==> config.mk <==
export PLATFORM = sky130hd
export DESIGN_NAME = emb_dev_flat
export DESIGN_NICKNAME = d
export VERILOG_FILES = /design/src/include/emb_pkg.sv /design/src/include/emb_link_if.sv /design/src/hdl/emb_dev.sv /design/src/flat_wrapper.sv
export SDC_FILE = /design/constraint.sdc
export NUM_CORES = 1
export LEC_CHECK = 0
export BUFFER_PORTS_ARGS = -buffer_cell sky130_fd_sc_hd__buf_2
export CAP_MARGIN = 40
export CORE_UTILIZATION = 60
export CTS_CLUSTER_SIZE = 25
export DETAILED_ROUTE_END_ITERATION = 12
export PLACE_DENSITY = 0.79
export SYNTH_ARGS = -nofsm -noshare
export SYNTH_HDL_FRONTEND = slang
export SYNTH_HIERARCHICAL = 1
export SYNTH_SLANG_ARGS = --single-unit
==> constraint.sdc <==
create_clock -name core_clk -period 6.1 [get_ports core_clk]
set_clock_uncertainty 0.2 [all_clocks]
set_input_delay 0.61 -clock core_clk [delete_from_list [all_inputs] [get_ports core_clk]]
set_output_delay 0.61 -clock core_clk [all_outputs]
set_load 0.02 [all_outputs]
==> src/include/emb_pkg.sv <==
// shared constants, mode type and mode-switch decode for both link ends
package emb_pkg;

	// ************************************************************
	// timing
	// ************************************************************
	localparam int CORE_MHZ      = 20;
	localparam int RSTW_US       = 1;
	localparam int RSTH_US       = 1;
	localparam int RSCA_US       = 200;
	localparam int RSTW_CYC      = RSTW_US * CORE_MHZ;
	localparam int RSTH_CYC      = RSTH_US * CORE_MHZ;
	localparam int RSCA_CYC      = RSCA_US * CORE_MHZ;
	localparam int PREAMBLE_CLKS = 74;
	localparam int HALF_CYC      = 4;
	localparam int LOW_STRETCH   = 2;
	localparam int DEV_INIT_CYC  = 16;

	// ************************************************************
	// command frame: start, index, argument, stop
	// ************************************************************
	localparam int CMD_BITS = 40;
	localparam int IDX_W    = 6;
	localparam int ARG_W    = 32;

	localparam logic [5:0] IDX_SWITCH  = 6'h06;
	localparam logic [5:0] IDX_READ    = 6'h11;
	localparam logic [5:0] IDX_WP_STAT = 6'h1E;
	localparam logic [5:0] IDX_WP_TYPE = 6'h1F;

	localparam int         SW_ACC_LSB      = 24;
	localparam int         SW_IDX_LSB      = 16;
	localparam int         SW_VAL_LSB      = 8;
	localparam logic [1:0] SW_ACCESS_WRITE = 2'h3;
	localparam logic [7:0] SW_HS_TIMING    = 8'hB9;
	localparam logic [7:0] SW_BUS_WIDTH    = 8'hB7;
	localparam logic [7:0] SW_HS_VAL       = 8'h01;
	localparam logic [7:0] SW_DDR8_VAL     = 8'h06;

	// ************************************************************
	// data frame
	// ************************************************************
	localparam logic [7:0] TOK_START  = 8'h00;
	localparam logic [7:0] TOK_END    = 8'hFF;
	localparam int         BLK_LEN    = 16;
	localparam int         FIFO_DEPTH = 16;
	localparam int         DAT_W      = 8;

	typedef enum logic [1:0] {
		EMB_LEGACY = 2'b00,
		EMB_HS     = 2'b01,
		EMB_DDR    = 2'b10
	} emb_mode_t;

	function automatic emb_mode_t emb_switch_mode(input emb_mode_t cur, input logic [31:0] arg);
		logic [7:0] fld;
		logic [7:0] val;
		emb_mode_t  nxt;
		fld = arg[SW_IDX_LSB +: 8];
		val = arg[SW_VAL_LSB +: 8];
		nxt = cur;
		if (arg[SW_ACC_LSB +: 2] == SW_ACCESS_WRITE) begin
			if (fld == SW_HS_TIMING)
				nxt = (val == SW_HS_VAL) ? EMB_HS : EMB_LEGACY;
			else if (fld == SW_BUS_WIDTH && cur != EMB_LEGACY)
				nxt = (val == SW_DDR8_VAL) ? EMB_DDR : EMB_HS;
		end
		return nxt;
	endfunction

endpackage

==> src/include/emb_link_if.sv <==
// link wires between host end and device end
`timescale 1ns/1ns
interface emb_link_if;
	logic       link_clk;
	logic       cmd;
	logic       rst_pin_n;
	logic [7:0] dat_o;
	logic       dat_oe;
	logic [7:0] dat;

	// pull-ups hold the data lines high when the device is not driving
	assign dat = dat_oe ? dat_o : 8'hFF;

	modport dev  (input link_clk, input cmd, input rst_pin_n, output dat_o, output dat_oe);
	modport host (output link_clk, output cmd, output rst_pin_n, input dat);
endinterface

==> src/hdl/emb_dev.sv <==
// device end: fifo, timing mode, reset detect, command capture, data launch
`timescale 1ns/1ns

// ************************************************************
// fifo
// ************************************************************
module emb_fifo #(
	parameter int W = 8,
	parameter int D = 16
) (
	input  wire logic                 core_clk,  // clock
	input  wire logic                 rst_n,     // async reset
	input  wire logic                 in_valid,  // write request
	output logic                      in_ready,  // room available
	input  wire logic [W-1:0]         in_data,   // write word
	output logic                      out_valid, // word available
	input  wire logic                 out_ready, // pop
	output logic [W-1:0]              out_data,  // head word
	output logic [$clog2(D+1)-1:0]    count      // words held
);
	localparam int AW = $clog2(D);
	logic [W-1:0]  mem [D];
	logic [AW-1:0] wr_ptr_reg;
	logic [AW-1:0] rd_ptr_reg;
	logic          push;
	logic          pop;

	assign in_ready  = count != ($clog2(D+1))'(D);
	assign out_valid = count != '0;
	assign push      = in_valid && in_ready;
	assign pop       = out_ready && out_valid;
	assign out_data  = mem[rd_ptr_reg];

	always_ff @(posedge core_clk) begin
		if (push)
			mem[wr_ptr_reg] <= in_data;
	end

	always_ff @(posedge core_clk or negedge rst_n) begin
		if (!rst_n) begin
			wr_ptr_reg <= '0;
			rd_ptr_reg <= '0;
			count      <= '0;
		end else begin
			if (push)
				wr_ptr_reg <= (wr_ptr_reg == AW'(D-1)) ? '0 : wr_ptr_reg + 1'b1;
			if (pop)
				rd_ptr_reg <= (rd_ptr_reg == AW'(D-1)) ? '0 : rd_ptr_reg + 1'b1;
			if (push && !pop)
				count <= count + 1'b1;
			else if (pop && !push)
				count <= count - 1'b1;
		end
	end
endmodule // emb_fifo

// ************************************************************
// device end
// ************************************************************
module emb_dev #(
	parameter int BLK      = emb_pkg::BLK_LEN,
	parameter int DEPTH    = emb_pkg::FIFO_DEPTH,
	parameter int INIT_CYC = emb_pkg::DEV_INIT_CYC
) (
	input  wire logic         core_clk,  // clock
	input  wire logic         rst_n,     // async reset
	emb_link_if.dev           link,      // link pins
	input  wire logic         tx_valid,  // byte offered
	input  wire logic [7:0]   tx_data,   // byte to send
	output logic              tx_ready,  // fifo room
	output emb_pkg::emb_mode_t mode,     // timing mode
	output logic              in_reset,  // hw reset active
	output logic              cmd_seen,  // command received pulse
	output logic [5:0]        cmd_index, // last command index
	output logic [31:0]       cmd_arg    // last command argument
);
	typedef enum logic [1:0] {D_HOLD = 2'b00, D_INIT = 2'b01, D_RUN = 2'b10} emb_dst_t;
	typedef enum logic [1:0] {T_IDLE = 2'b00, T_DATA = 2'b01, T_END = 2'b10} emb_tst_t;
	localparam int CW = $clog2(DEPTH+1);

	emb_dst_t      dst_reg;
	emb_tst_t      tst_reg;
	logic [2:0]    s1_reg;
	logic [2:0]    s2_reg;
	logic          clk_d_reg;
	logic          rst_d_reg;
	logic [7:0]    init_cnt_reg;
	logic          rx_act_reg;
	logic [5:0]    rx_cnt_reg;
	logic [37:0]   rx_sh_reg;
	logic          rd_pend_reg;
	logic [7:0]    tx_cnt_reg;
	logic          rise;
	logic          fall;
	logic          launch;
	logic          pop;
	logic          f_valid;
	logic [7:0]    f_data;
	logic [CW-1:0] f_count;

	emb_fifo #(.W(emb_pkg::DAT_W), .D(DEPTH)) u_fifo (
		.core_clk  (core_clk),
		.rst_n     (rst_n),
		.in_valid  (tx_valid),
		.in_ready  (tx_ready),
		.in_data   (tx_data),
		.out_valid (f_valid),
		.out_ready (pop),
		.out_data  (f_data),
		.count     (f_count)
	);

	// clock, command and reset pins, two flops each
	always_ff @(posedge core_clk or negedge rst_n) begin
		if (!rst_n) begin
			s1_reg    <= 3'h0;
			s2_reg    <= 3'h0;
			clk_d_reg <= 1'b0;
			rst_d_reg <= 1'b0;
		end else begin
			s1_reg    <= {link.rst_pin_n, link.cmd, link.link_clk};
			s2_reg    <= s1_reg;
			clk_d_reg <= s2_reg[0];
			rst_d_reg <= s2_reg[2];
		end
	end

	assign rise     = s2_reg[0] && !clk_d_reg;
	assign fall     = !s2_reg[0] && clk_d_reg;
	assign in_reset = dst_reg != D_RUN;
	// slow timing launches on the falling edge so the host gets a half period of set-up
	assign launch   = (mode == emb_pkg::EMB_LEGACY) ? fall :
			(mode == emb_pkg::EMB_HS) ? rise : (rise || fall);
	assign pop      = launch && tst_reg == T_DATA && f_valid;

	always_ff @(posedge core_clk or negedge rst_n) begin
		if (!rst_n) begin
			dst_reg      <= D_HOLD;
			init_cnt_reg <= 8'h00;
		end else if (!s2_reg[2]) begin
			dst_reg <= D_HOLD;
		end else if (dst_reg == D_HOLD && !rst_d_reg) begin
			dst_reg      <= D_INIT;
			init_cnt_reg <= 8'h00;
		end else if (dst_reg == D_INIT) begin
			init_cnt_reg <= init_cnt_reg + 8'h01;
			if (init_cnt_reg == 8'(INIT_CYC-1))
				dst_reg <= D_RUN;
		end
	end

	// command line is sampled on rising edges only, in every mode
	always_ff @(posedge core_clk or negedge rst_n) begin
		if (!rst_n) begin
			rx_act_reg <= 1'b0;
			rx_cnt_reg <= 6'h00;
			rx_sh_reg  <= '0;
			cmd_seen   <= 1'b0;
			cmd_index  <= 6'h00;
			cmd_arg    <= 32'h0;
			mode       <= emb_pkg::EMB_LEGACY;
		end else begin
			cmd_seen <= 1'b0;
			if (dst_reg != D_RUN) begin
				rx_act_reg <= 1'b0;
				mode       <= emb_pkg::EMB_LEGACY;
			end else if (rise) begin
				if (!rx_act_reg) begin
					rx_act_reg <= !s2_reg[1];
					rx_cnt_reg <= 6'h00;
				end else if (rx_cnt_reg == 6'(emb_pkg::CMD_BITS-2)) begin
					rx_act_reg <= 1'b0;
					cmd_seen   <= 1'b1;
					cmd_index  <= rx_sh_reg[37:32];
					cmd_arg    <= rx_sh_reg[31:0];
					if (rx_sh_reg[37:32] == emb_pkg::IDX_SWITCH)
						mode <= emb_pkg::emb_switch_mode(mode, rx_sh_reg[31:0]);
				end else begin
					rx_sh_reg  <= {rx_sh_reg[36:0], s2_reg[1]};
					rx_cnt_reg <= rx_cnt_reg + 6'h01;
				end
			end
		end
	end

	// block waits until the fifo holds a whole block, so no slot ever starves
	always_ff @(posedge core_clk or negedge rst_n) begin
		if (!rst_n) begin
			tst_reg     <= T_IDLE;
			tx_cnt_reg  <= 8'h00;
			rd_pend_reg <= 1'b0;
			link.dat_o  <= 8'hFF;
			link.dat_oe <= 1'b0;
		end else if (dst_reg != D_RUN) begin
			tst_reg     <= T_IDLE;
			rd_pend_reg <= 1'b0;
			link.dat_oe <= 1'b0;
		end else begin
			if (launch) begin
				unique case (tst_reg)
					T_IDLE: begin
						if (rd_pend_reg && f_count >= CW'(BLK)) begin
							rd_pend_reg <= 1'b0;
							link.dat_o  <= emb_pkg::TOK_START;
							link.dat_oe <= 1'b1;
							tx_cnt_reg  <= 8'h00;
							tst_reg     <= T_DATA;
						end else begin
							link.dat_oe <= 1'b0;
						end
					end
					T_DATA: begin
						link.dat_o <= f_data;
						tx_cnt_reg <= tx_cnt_reg + 8'h01;
						if (tx_cnt_reg == 8'(BLK-1))
							tst_reg <= T_END;
					end
					T_END: begin
						link.dat_o <= emb_pkg::TOK_END;
						tst_reg    <= T_IDLE;
					end
					default: tst_reg <= T_IDLE;
				endcase
			end
			// a read seen as a block starts must stay pending, so set wins
			if (cmd_seen && cmd_index == emb_pkg::IDX_READ)
				rd_pend_reg <= 1'b1;
		end
	end
endmodule // emb_dev

==> src/flat_wrapper.sv <==
// flat-port wrapper written by rule: the top's interface ports become plain ports
module emb_dev_flat 
#(
	parameter int BLK      = emb_pkg::BLK_LEN,
	parameter int DEPTH    = emb_pkg::FIFO_DEPTH,
	parameter int INIT_CYC = emb_pkg::DEV_INIT_CYC
)
  (core_clk, rst_n, tx_valid, tx_data, tx_ready, mode, in_reset, cmd_seen, cmd_index, cmd_arg, link_link_clk, link_cmd, link_rst_pin_n, link_dat_o, link_dat_oe);
  emb_link_if link_i ();
  input  wire logic core_clk;
  input  wire logic rst_n;
  input  wire logic tx_valid;
  input  wire logic [7:0] tx_data;
  output logic tx_ready;
  output emb_pkg::emb_mode_t mode;
  output logic in_reset;
  output logic cmd_seen;
  output logic [5:0] cmd_index;
  output logic [31:0] cmd_arg;
  input wire logic [$bits(link_i.link_clk)-1:0] link_link_clk;
  input wire logic [$bits(link_i.cmd)-1:0] link_cmd;
  input wire logic [$bits(link_i.rst_pin_n)-1:0] link_rst_pin_n;
  output wire logic [$bits(link_i.dat_o)-1:0] link_dat_o;
  output wire logic [$bits(link_i.dat_oe)-1:0] link_dat_oe;
  assign link_i.link_clk = link_link_clk;
  assign link_i.cmd = link_cmd;
  assign link_i.rst_pin_n = link_rst_pin_n;
  assign link_dat_o = link_i.dat_o;
  assign link_dat_oe = link_i.dat_oe;
  emb_dev #(.BLK(BLK), .DEPTH(DEPTH), .INIT_CYC(INIT_CYC)) u_core (.core_clk(core_clk), .rst_n(rst_n), .link(link_i), .tx_valid(tx_valid), .tx_data(tx_data), .tx_ready(tx_ready), .mode(mode), .in_reset(in_reset), .cmd_seen(cmd_seen), .cmd_index(cmd_index), .cmd_arg(cmd_arg));
endmodule
Word level (Yosys, flattened, before mapping)
Memories as Yosys holds them, arrays and structs flattened.
Cells that the tools add are included.
{ "classes": {"n_addsub": 7, "order_cmp": 1, "n_eq_ne": 24, "n_mux": 51, "n_bitwise": 2, "n_reduce_logical": 50} }
{ "op_table": {"columns": ["cell", "n"], "rows": [
  ["$mux W2", 17],
  ["$mux W8", 3],
  ["$pmux W8 S3", 1],
  ["$mux W1", 22],
  ["$reduce_bool A2 Y1", 11],
  ["$add A8 B1 Y8 const B", 2],
  ["$eq A8 B4 Y1 const B", 2],
  ["$eq A8 B8 Y1 const B", 2],
  ["$pmux W8 S2", 1],
  ["$reduce_and A4 Y1", 4],
  ["$reduce_bool A3 Y1", 5],
  ["$logic_and A1 B1 Y1", 12],
  ["$mux W6", 2],
  ["$mux W5", 2],
  ["$ne A3 B3 Y1 const B", 3],
  ["$reduce_and A3 Y1", 3],
  ["$add A4 B1 Y4 const B", 2],
  ["$eq A4 B4 Y1 const B", 2],
  ["$eq A8 B1 Y1 const B", 1],
  ["$eq A8 B3 Y1 const B", 1],
  ["$mux W4", 2],
  ["$add A6 B1 Y6 const B", 1],
  ["$eq A2 B1 Y1 const B", 3],
  ["$eq A6 B3 Y1 const B", 1],
  ["other kinds (18)", 30]
]} }
{ "word_totals": {"ff_bits": 137, "ramBits": 128, "out_inout_bits": 52, "n_memories": 1} }
{ "mem_list": {"columns": ["name", "depth", "word_bits", "read_ports", "rd_ports_with_merged_regs", "write_ports", "line", "text"], "rows": [
  ["u_core.u_fifo.mem", 16, 8, 1, 0, 1, "emb_dev.sv:22", "logic [W-1:0] mem [D];"]
]} }

Depth between registers and ports, before layout
{ "depth": {"word_depth": 11, "depth_mapped": 12, "mapped_depth_nobuf": 12} }

Hierarchy
Netlist, hierarchy kept.
{ "modules_own_cells": {"columns": ["module", "n_inst", "cells_each", "area_each_um2"], "rows": [
  ["emb_fifo", 1, 294, 5805.6],
  ["emb_dev", 1, 423, 5392.7]
]} }

Worst setup path before layout
OpenSTA, ideal clock, no wires.
{ "synth_timing": {"path_kind": "register to register", "startpoint": "register u_core.tst_reg[1]", "endpoint": "register u_core.u_fifo.count[4]", "setup_time_ns": 0.136, "t_arrival_ns": 2.665, "required_time_ns": 5.764, "path_slack_ns": 3.099, "stages_incl_launch_ff": 12, "n_path_buf": 1, "period_less_slack_ns": 3.001, "cell_sequence": "dfrtp_1 -> inv_1 -> ha_1 -> clkbuf_1 -> o2111a_1 -> o21ai_4 -> ha_1 -> inv_1 -> ha_1 -> a21o_1 -> a2111oi_0 -> o31ai_1"} }
{ "synth_between": {"elab_chain_len": 7, "word_cells_on_any_way": 9, "cone_classes": "1 x eq/ne; 1 x mux; 7 x reduce/logical"} }
{ "synth_rtl": {"columns": ["element", "line", "text"], "rows": [
  ["from (decl)", "emb_dev.sv:82", "emb_tst_t tst_reg;"],
  ["from (signal assigned)", "emb_dev.sv:189", "tst_reg <= T_IDLE;"],
  ["from (signal assigned)", "emb_dev.sv:195", "tst_reg <= T_IDLE;"],
  ["from (signal assigned)", "emb_dev.sv:207", "tst_reg <= T_DATA;"],
  ["$eq A2 B1 Y1 *", "emb_dev.sv:134", "assign pop = launch && tst_reg == T_DATA && f_valid;"],
  ["$logic_and A1 B1 Y1 * (2 in series)", "emb_dev.sv:134", null],
  ["named net u_core.pop", "emb_dev.sv:96", "logic pop;"],
  ["$logic_and A1 B1 Y1 *", "emb_dev.sv:31", "assign pop = out_ready && out_valid;"],
  ["$logic_not A1 Y1", "emb_dev.sv:49", "if (push && !pop)"],
  ["$logic_and A1 B1 Y1", "emb_dev.sv:49", null],
  ["$mux W5 or $reduce_bool A2 Y1 (tied branches)", null, null],
  ["to (signal assigned)", "emb_dev.sv:50", "count <= count + 1'b1;"],
  ["to (signal assigned)", "emb_dev.sv:52", "count <= count - 1'b1;"],
  ["to (decl)", "emb_dev.sv:19", "output logic [$clog2(D+1)-1:0] count"]
]} }
The timed path passes the listed nets; every way through them passes the cells marked *.
A chain may end at the register's enable or synchronous reset.

Final worst setup path
{ "layout_timing": {"startpoint": "register u_core.s2_reg[0]", "endpoint": "register u_core.u_fifo.count[4]"} }
{ "layout_between": {"elab_chain_len": 11, "word_cells_on_any_way": 14, "cone_classes": "3 x mux; 11 x reduce/logical"} }
{ "layout_rtl": {"columns": ["element", "line", "text"], "rows": [
  ["from (decl)", "emb_dev.sv:84", "logic [2:0] s2_reg;"],
  ["from (signal assigned)", "emb_dev.sv:122", "s2_reg <= s1_reg;"],
  ["$logic_not A1 Y1", "emb_dev.sv:129", "assign fall = !s2_reg[0] && clk_d_reg;"],
  ["$logic_and A1 B1 Y1", "emb_dev.sv:129", null],
  ["$logic_or A1 B1 Y1", "emb_dev.sv:133", "(mode == emb_pkg::EMB_HS) ? rise : (rise || fall);"],
  ["$mux W1", "emb_dev.sv:133", null],
  ["$mux W1 *", "emb_dev.sv:132", "assign launch = (mode == emb_pkg::EMB_LEGACY) ? fall :"],
  ["$logic_and A1 B1 Y1 * (2 in series)", "emb_dev.sv:134", null],
  ["named net u_core.pop", "emb_dev.sv:96", null],
  ["$logic_and A1 B1 Y1 *", "emb_dev.sv:31", null],
  ["$logic_not A1 Y1", "emb_dev.sv:49", null],
  ["$logic_and A1 B1 Y1", "emb_dev.sv:49", null],
  ["$mux W5 or $reduce_bool A2 Y1 (tied branches)", null, null]
]} }
Marked as above.

==> qor.txt <==
status -> finished with violations
failing checks -> DRC
maximum vdd drop -> 0.0002511 V
pre-CTS setup slack -> 2.833 ns
most frequent cells in the layout -> 129 x dfrtp_1, 128 x edfxtp_1, 81 x mux2_2
Yosys top cell by area -> edfxtp_1
Vias -> 6328
fin crit share -> 54.58%
Setup crit end kind -> register
number of enable flip-flop cells after synthesis -> 128
WL final -> 21540 um
multi-input logic area -> 3711 um2
starting density of the core -> 61.71%
final worst slack -> 2.771 ns
global route overflow -> 0
first-pass GRT wire length -> 35070 um
Wirelength per Cell -> 20.75 um
ANT nets after route -> 0
Residual DRC -> 14
CP Launch Type -> register
drt via density -> 6.096
TritonRoute pass-1 iters -> 9
iteration-0 DRC count of the detailed router -> 346
post-route insts no fill -> 1038
GRT Total Usage -> 23.37%
Min-Delay Path Class -> primary input to register
core box area -> 18150 um2
Setup TNS Final -> 0 ns
Hold Vio Cnt, Final -> 0
Crit Path Class -> register to register
PostCTS Resize Cnt -> 0
area growth from synthesis to layout -> 12.63%
antenna fix cells -> 0
Final Critical Period -> 3.329 ns
CTS tree -> built
H-Tree Depth -> 1
clock root cell -> clkbuf_16
max-capacitance violation count -> 0
most used cell, CP -> ha_1
crit path buf inv count -> 1
Yosys top cell area share -> 34.32%
number of global-route vias before repair -> 6480
row cnt -> 49
unrepaired setup endpoints after global routing -> no
commonest non-fill, non-tap cell in the layout -> dfrtp_1
Max Root-Sink Buffers -> 3
synthesized flop and latch total -> 265
Final Util -> 69.50%
Largest delay share family, worst path -> compound AO/OA/AOI/OAI gates
Yosys Warn Count -> 6
Die W -> 138.6 um
post-synth cell types -> 67
die footprint -> 19210 um2
Primary FF master, synth -> dfrtp_1
CTS buffer count -> 27
fin area -> 12610 um2
I/O Pins -> 66
largest net degree at the start of global routing -> 82
Synth area leaders -> edfxtp_1 34%, dfrtp_1 29%, mux2_2 8.1%
Area after DPL -> 11710 um2
WP data arrival -> 3.53 ns
Net Count, Synth -> 751
power per cell area -> 319.0 nW/um2
relative slew slack -> 47.47%
Slew Viols, Final -> 0
storage element area -> 7282 um2
crit path cell chain -> ha_1, mux2_2, o2111a_1, o21ai_4, ha_1, inv_1, fa_1, a21o_1, a2111oi_0, o31ai_1
crit-path max FO -> 6
Post-synth ARST share -> 51.70%
clk_lat worst skew -> 0.53 ns
Final nets -> 826
ratio of cells with drive above 1 in the final layout -> 27.94%
Largest register FFs -> 128
Placed Cells -> 989
Achievable Freq -> 300.4 MHz
clock sink count -> 265
Final HPWL DP -> 13640 um
CP max stage delay -> 0.44 ns
final setup fails -> 0
Critical Path RT -> 6.30 ns
worst-margin pin slew -> 0.7863 ns
die height -> 138.6 um
CP max stage cell -> fa_1
PortBufs -> 65
leak pwr -> 5.196 nW
CTS clock-pin slew for the worst setup and hold paths -> 0.06 ns
Post-Syn Area per Cell -> 15.62 um2
post-synthesis sequential area ratio -> 65.03%
Mapped Area -> 11200 um2
Fillers -> 1180
Synth Instances -> 717
GPL Wtd Cong -> 0.7872
initial antenna violation count -> 0
number of setup buffers added after CTS -> 0
[logic make-up (layout without fill, tap and decap cells)]
logic type               Yosys count  in the layout  synth area share [%]
buffers and inverters             44            136                 1.944
XOR/XNOR                           7              7                0.5475
AO/OA/AOI/OAI                    102            102                 6.213
adder cells (fa/ha/maj)           20             20                 2.302
flip-flops                       265            265                 65.03
AND/OR/NAND/NOR                  154            154                 7.687
multiplexers                     125            125                 16.28
[metal layers]
| layer | wire [um] | track usage [%] |
|---|---|---|
| met3 | 923 | 3.729 |
| met2 | 11330 | 41.25 |
| met5 | 0 | 0 |
| met1 | 8606 | 29.55 |
| met4 | 680 | 8.304 |
[worst register-to-register path, stage by stage, from the launching register on]
cell       delay, ns
dfrtp_1         0.40
ha_1            0.26
mux2_2          0.32
o2111a_1        0.28
o21ai_4         0.11
ha_1            0.25
inv_1           0.15
fa_1            0.44
a21o_1          0.22
a2111oi_0       0.43
o31ai_1         0.14
[cell usage after synthesis (2+ instances only)]
master / instances
o41ai_1: 2
clkbuf_1: 10
or2_2: 2
or4_4: 2
nor4_1: 3
mux2_1: 5
buf_6: 2
mux4_1: 17
a21oi_1: 22
xor2_1: 2
o31ai_1: 10
buf_4: 2
inv_1: 17
o211ai_1: 2
mux2i_1: 7
a21o_1: 6
nand2b_1: 5
and2_1: 21
buf_2: 11
a22oi_1: 16
nand3_1: 12
nand4_1: 5
nor3b_1: 2
a22o_1: 3
or4_1: 6
dfrtp_1: 129
and3_1: 7
mux2_2: 81
nand2_1: 35
nor2_1: 18
xnor2_1: 5
nor3_1: 7
edfxtp_1: 128
nor2b_1: 15
ha_1: 19
dfstp_2: 8
mux4_2: 15
nand3b_1: 2
or3_1: 3
and3b_1: 2
o21ai_0: 25
[power breakdown]
group / switching [mW] / internal (mW) / total [mW] / leakage [nW]
clock: 0.647 / 0.965 / 1.61 / 0.427
combinational: 0.205 / 0.131 / 0.336 / 1.77
sequential: 0.0794 / 2.00 / 2.08 / 3.00
total: 0.931 / 3.09 / 4.02 / 5.20
[what timing repair did]
action / CTS / global route
setup endpoints to repair: 0 / 0
hold buffers: 3 / 0
endpoints found under the hold margin: 74 / 0
[path summary, 6_finish.rpt]
| check | start | endpoint | slack [ns] | depth (start not counted) |
|---|---|---|---|---|
| hold / removal | link_cmd | u_core/s1_reg[1] | 0.03 | 1 |
| setup / recovery | u_core/s2_reg[0] | u_core/u_fifo/count[4] | 2.77 | 10 |
| setup reg to reg | u_core/s2_reg[0] | u_core/u_fifo/count[4] | 2.77 | 10 |
| hold reg to reg | u_core/s1_reg[1] | u_core/s2_reg[1] | 0.16 | 0 |
| max in group asynchronous | rst_n | u_core/cmd_index[5] | 4.03 | 3 |
| min in group asynchronous | rst_n | u_core/init_cnt_reg[6] | 0.48 | 2 |
[metrics by stage]
stage	hold slack, ns	total power [mW]
6_report	0.02567	4.024
5_1_grt	0.007325	4.171
4_1_cts	0.009779	4.052
3_5_place_dp	0.1370	2.431
3_3_place_gp	0.1390	2.397
2_1_floorplan	0.1144	2.303
[cell type report]
cell class | instances | share of cell area, %
clock buffers | 32 | 5.744
clock inverters | 14 | 1.151
inverters | 17 | 0.5060
multi-input cells | 408 | 29.42
flip-flops and latches | 265 | 57.74
well taps | 229 | 2.272
repair buffers | 73 | 3.165
No activity file was read; power rests on OpenSTA's default activity.
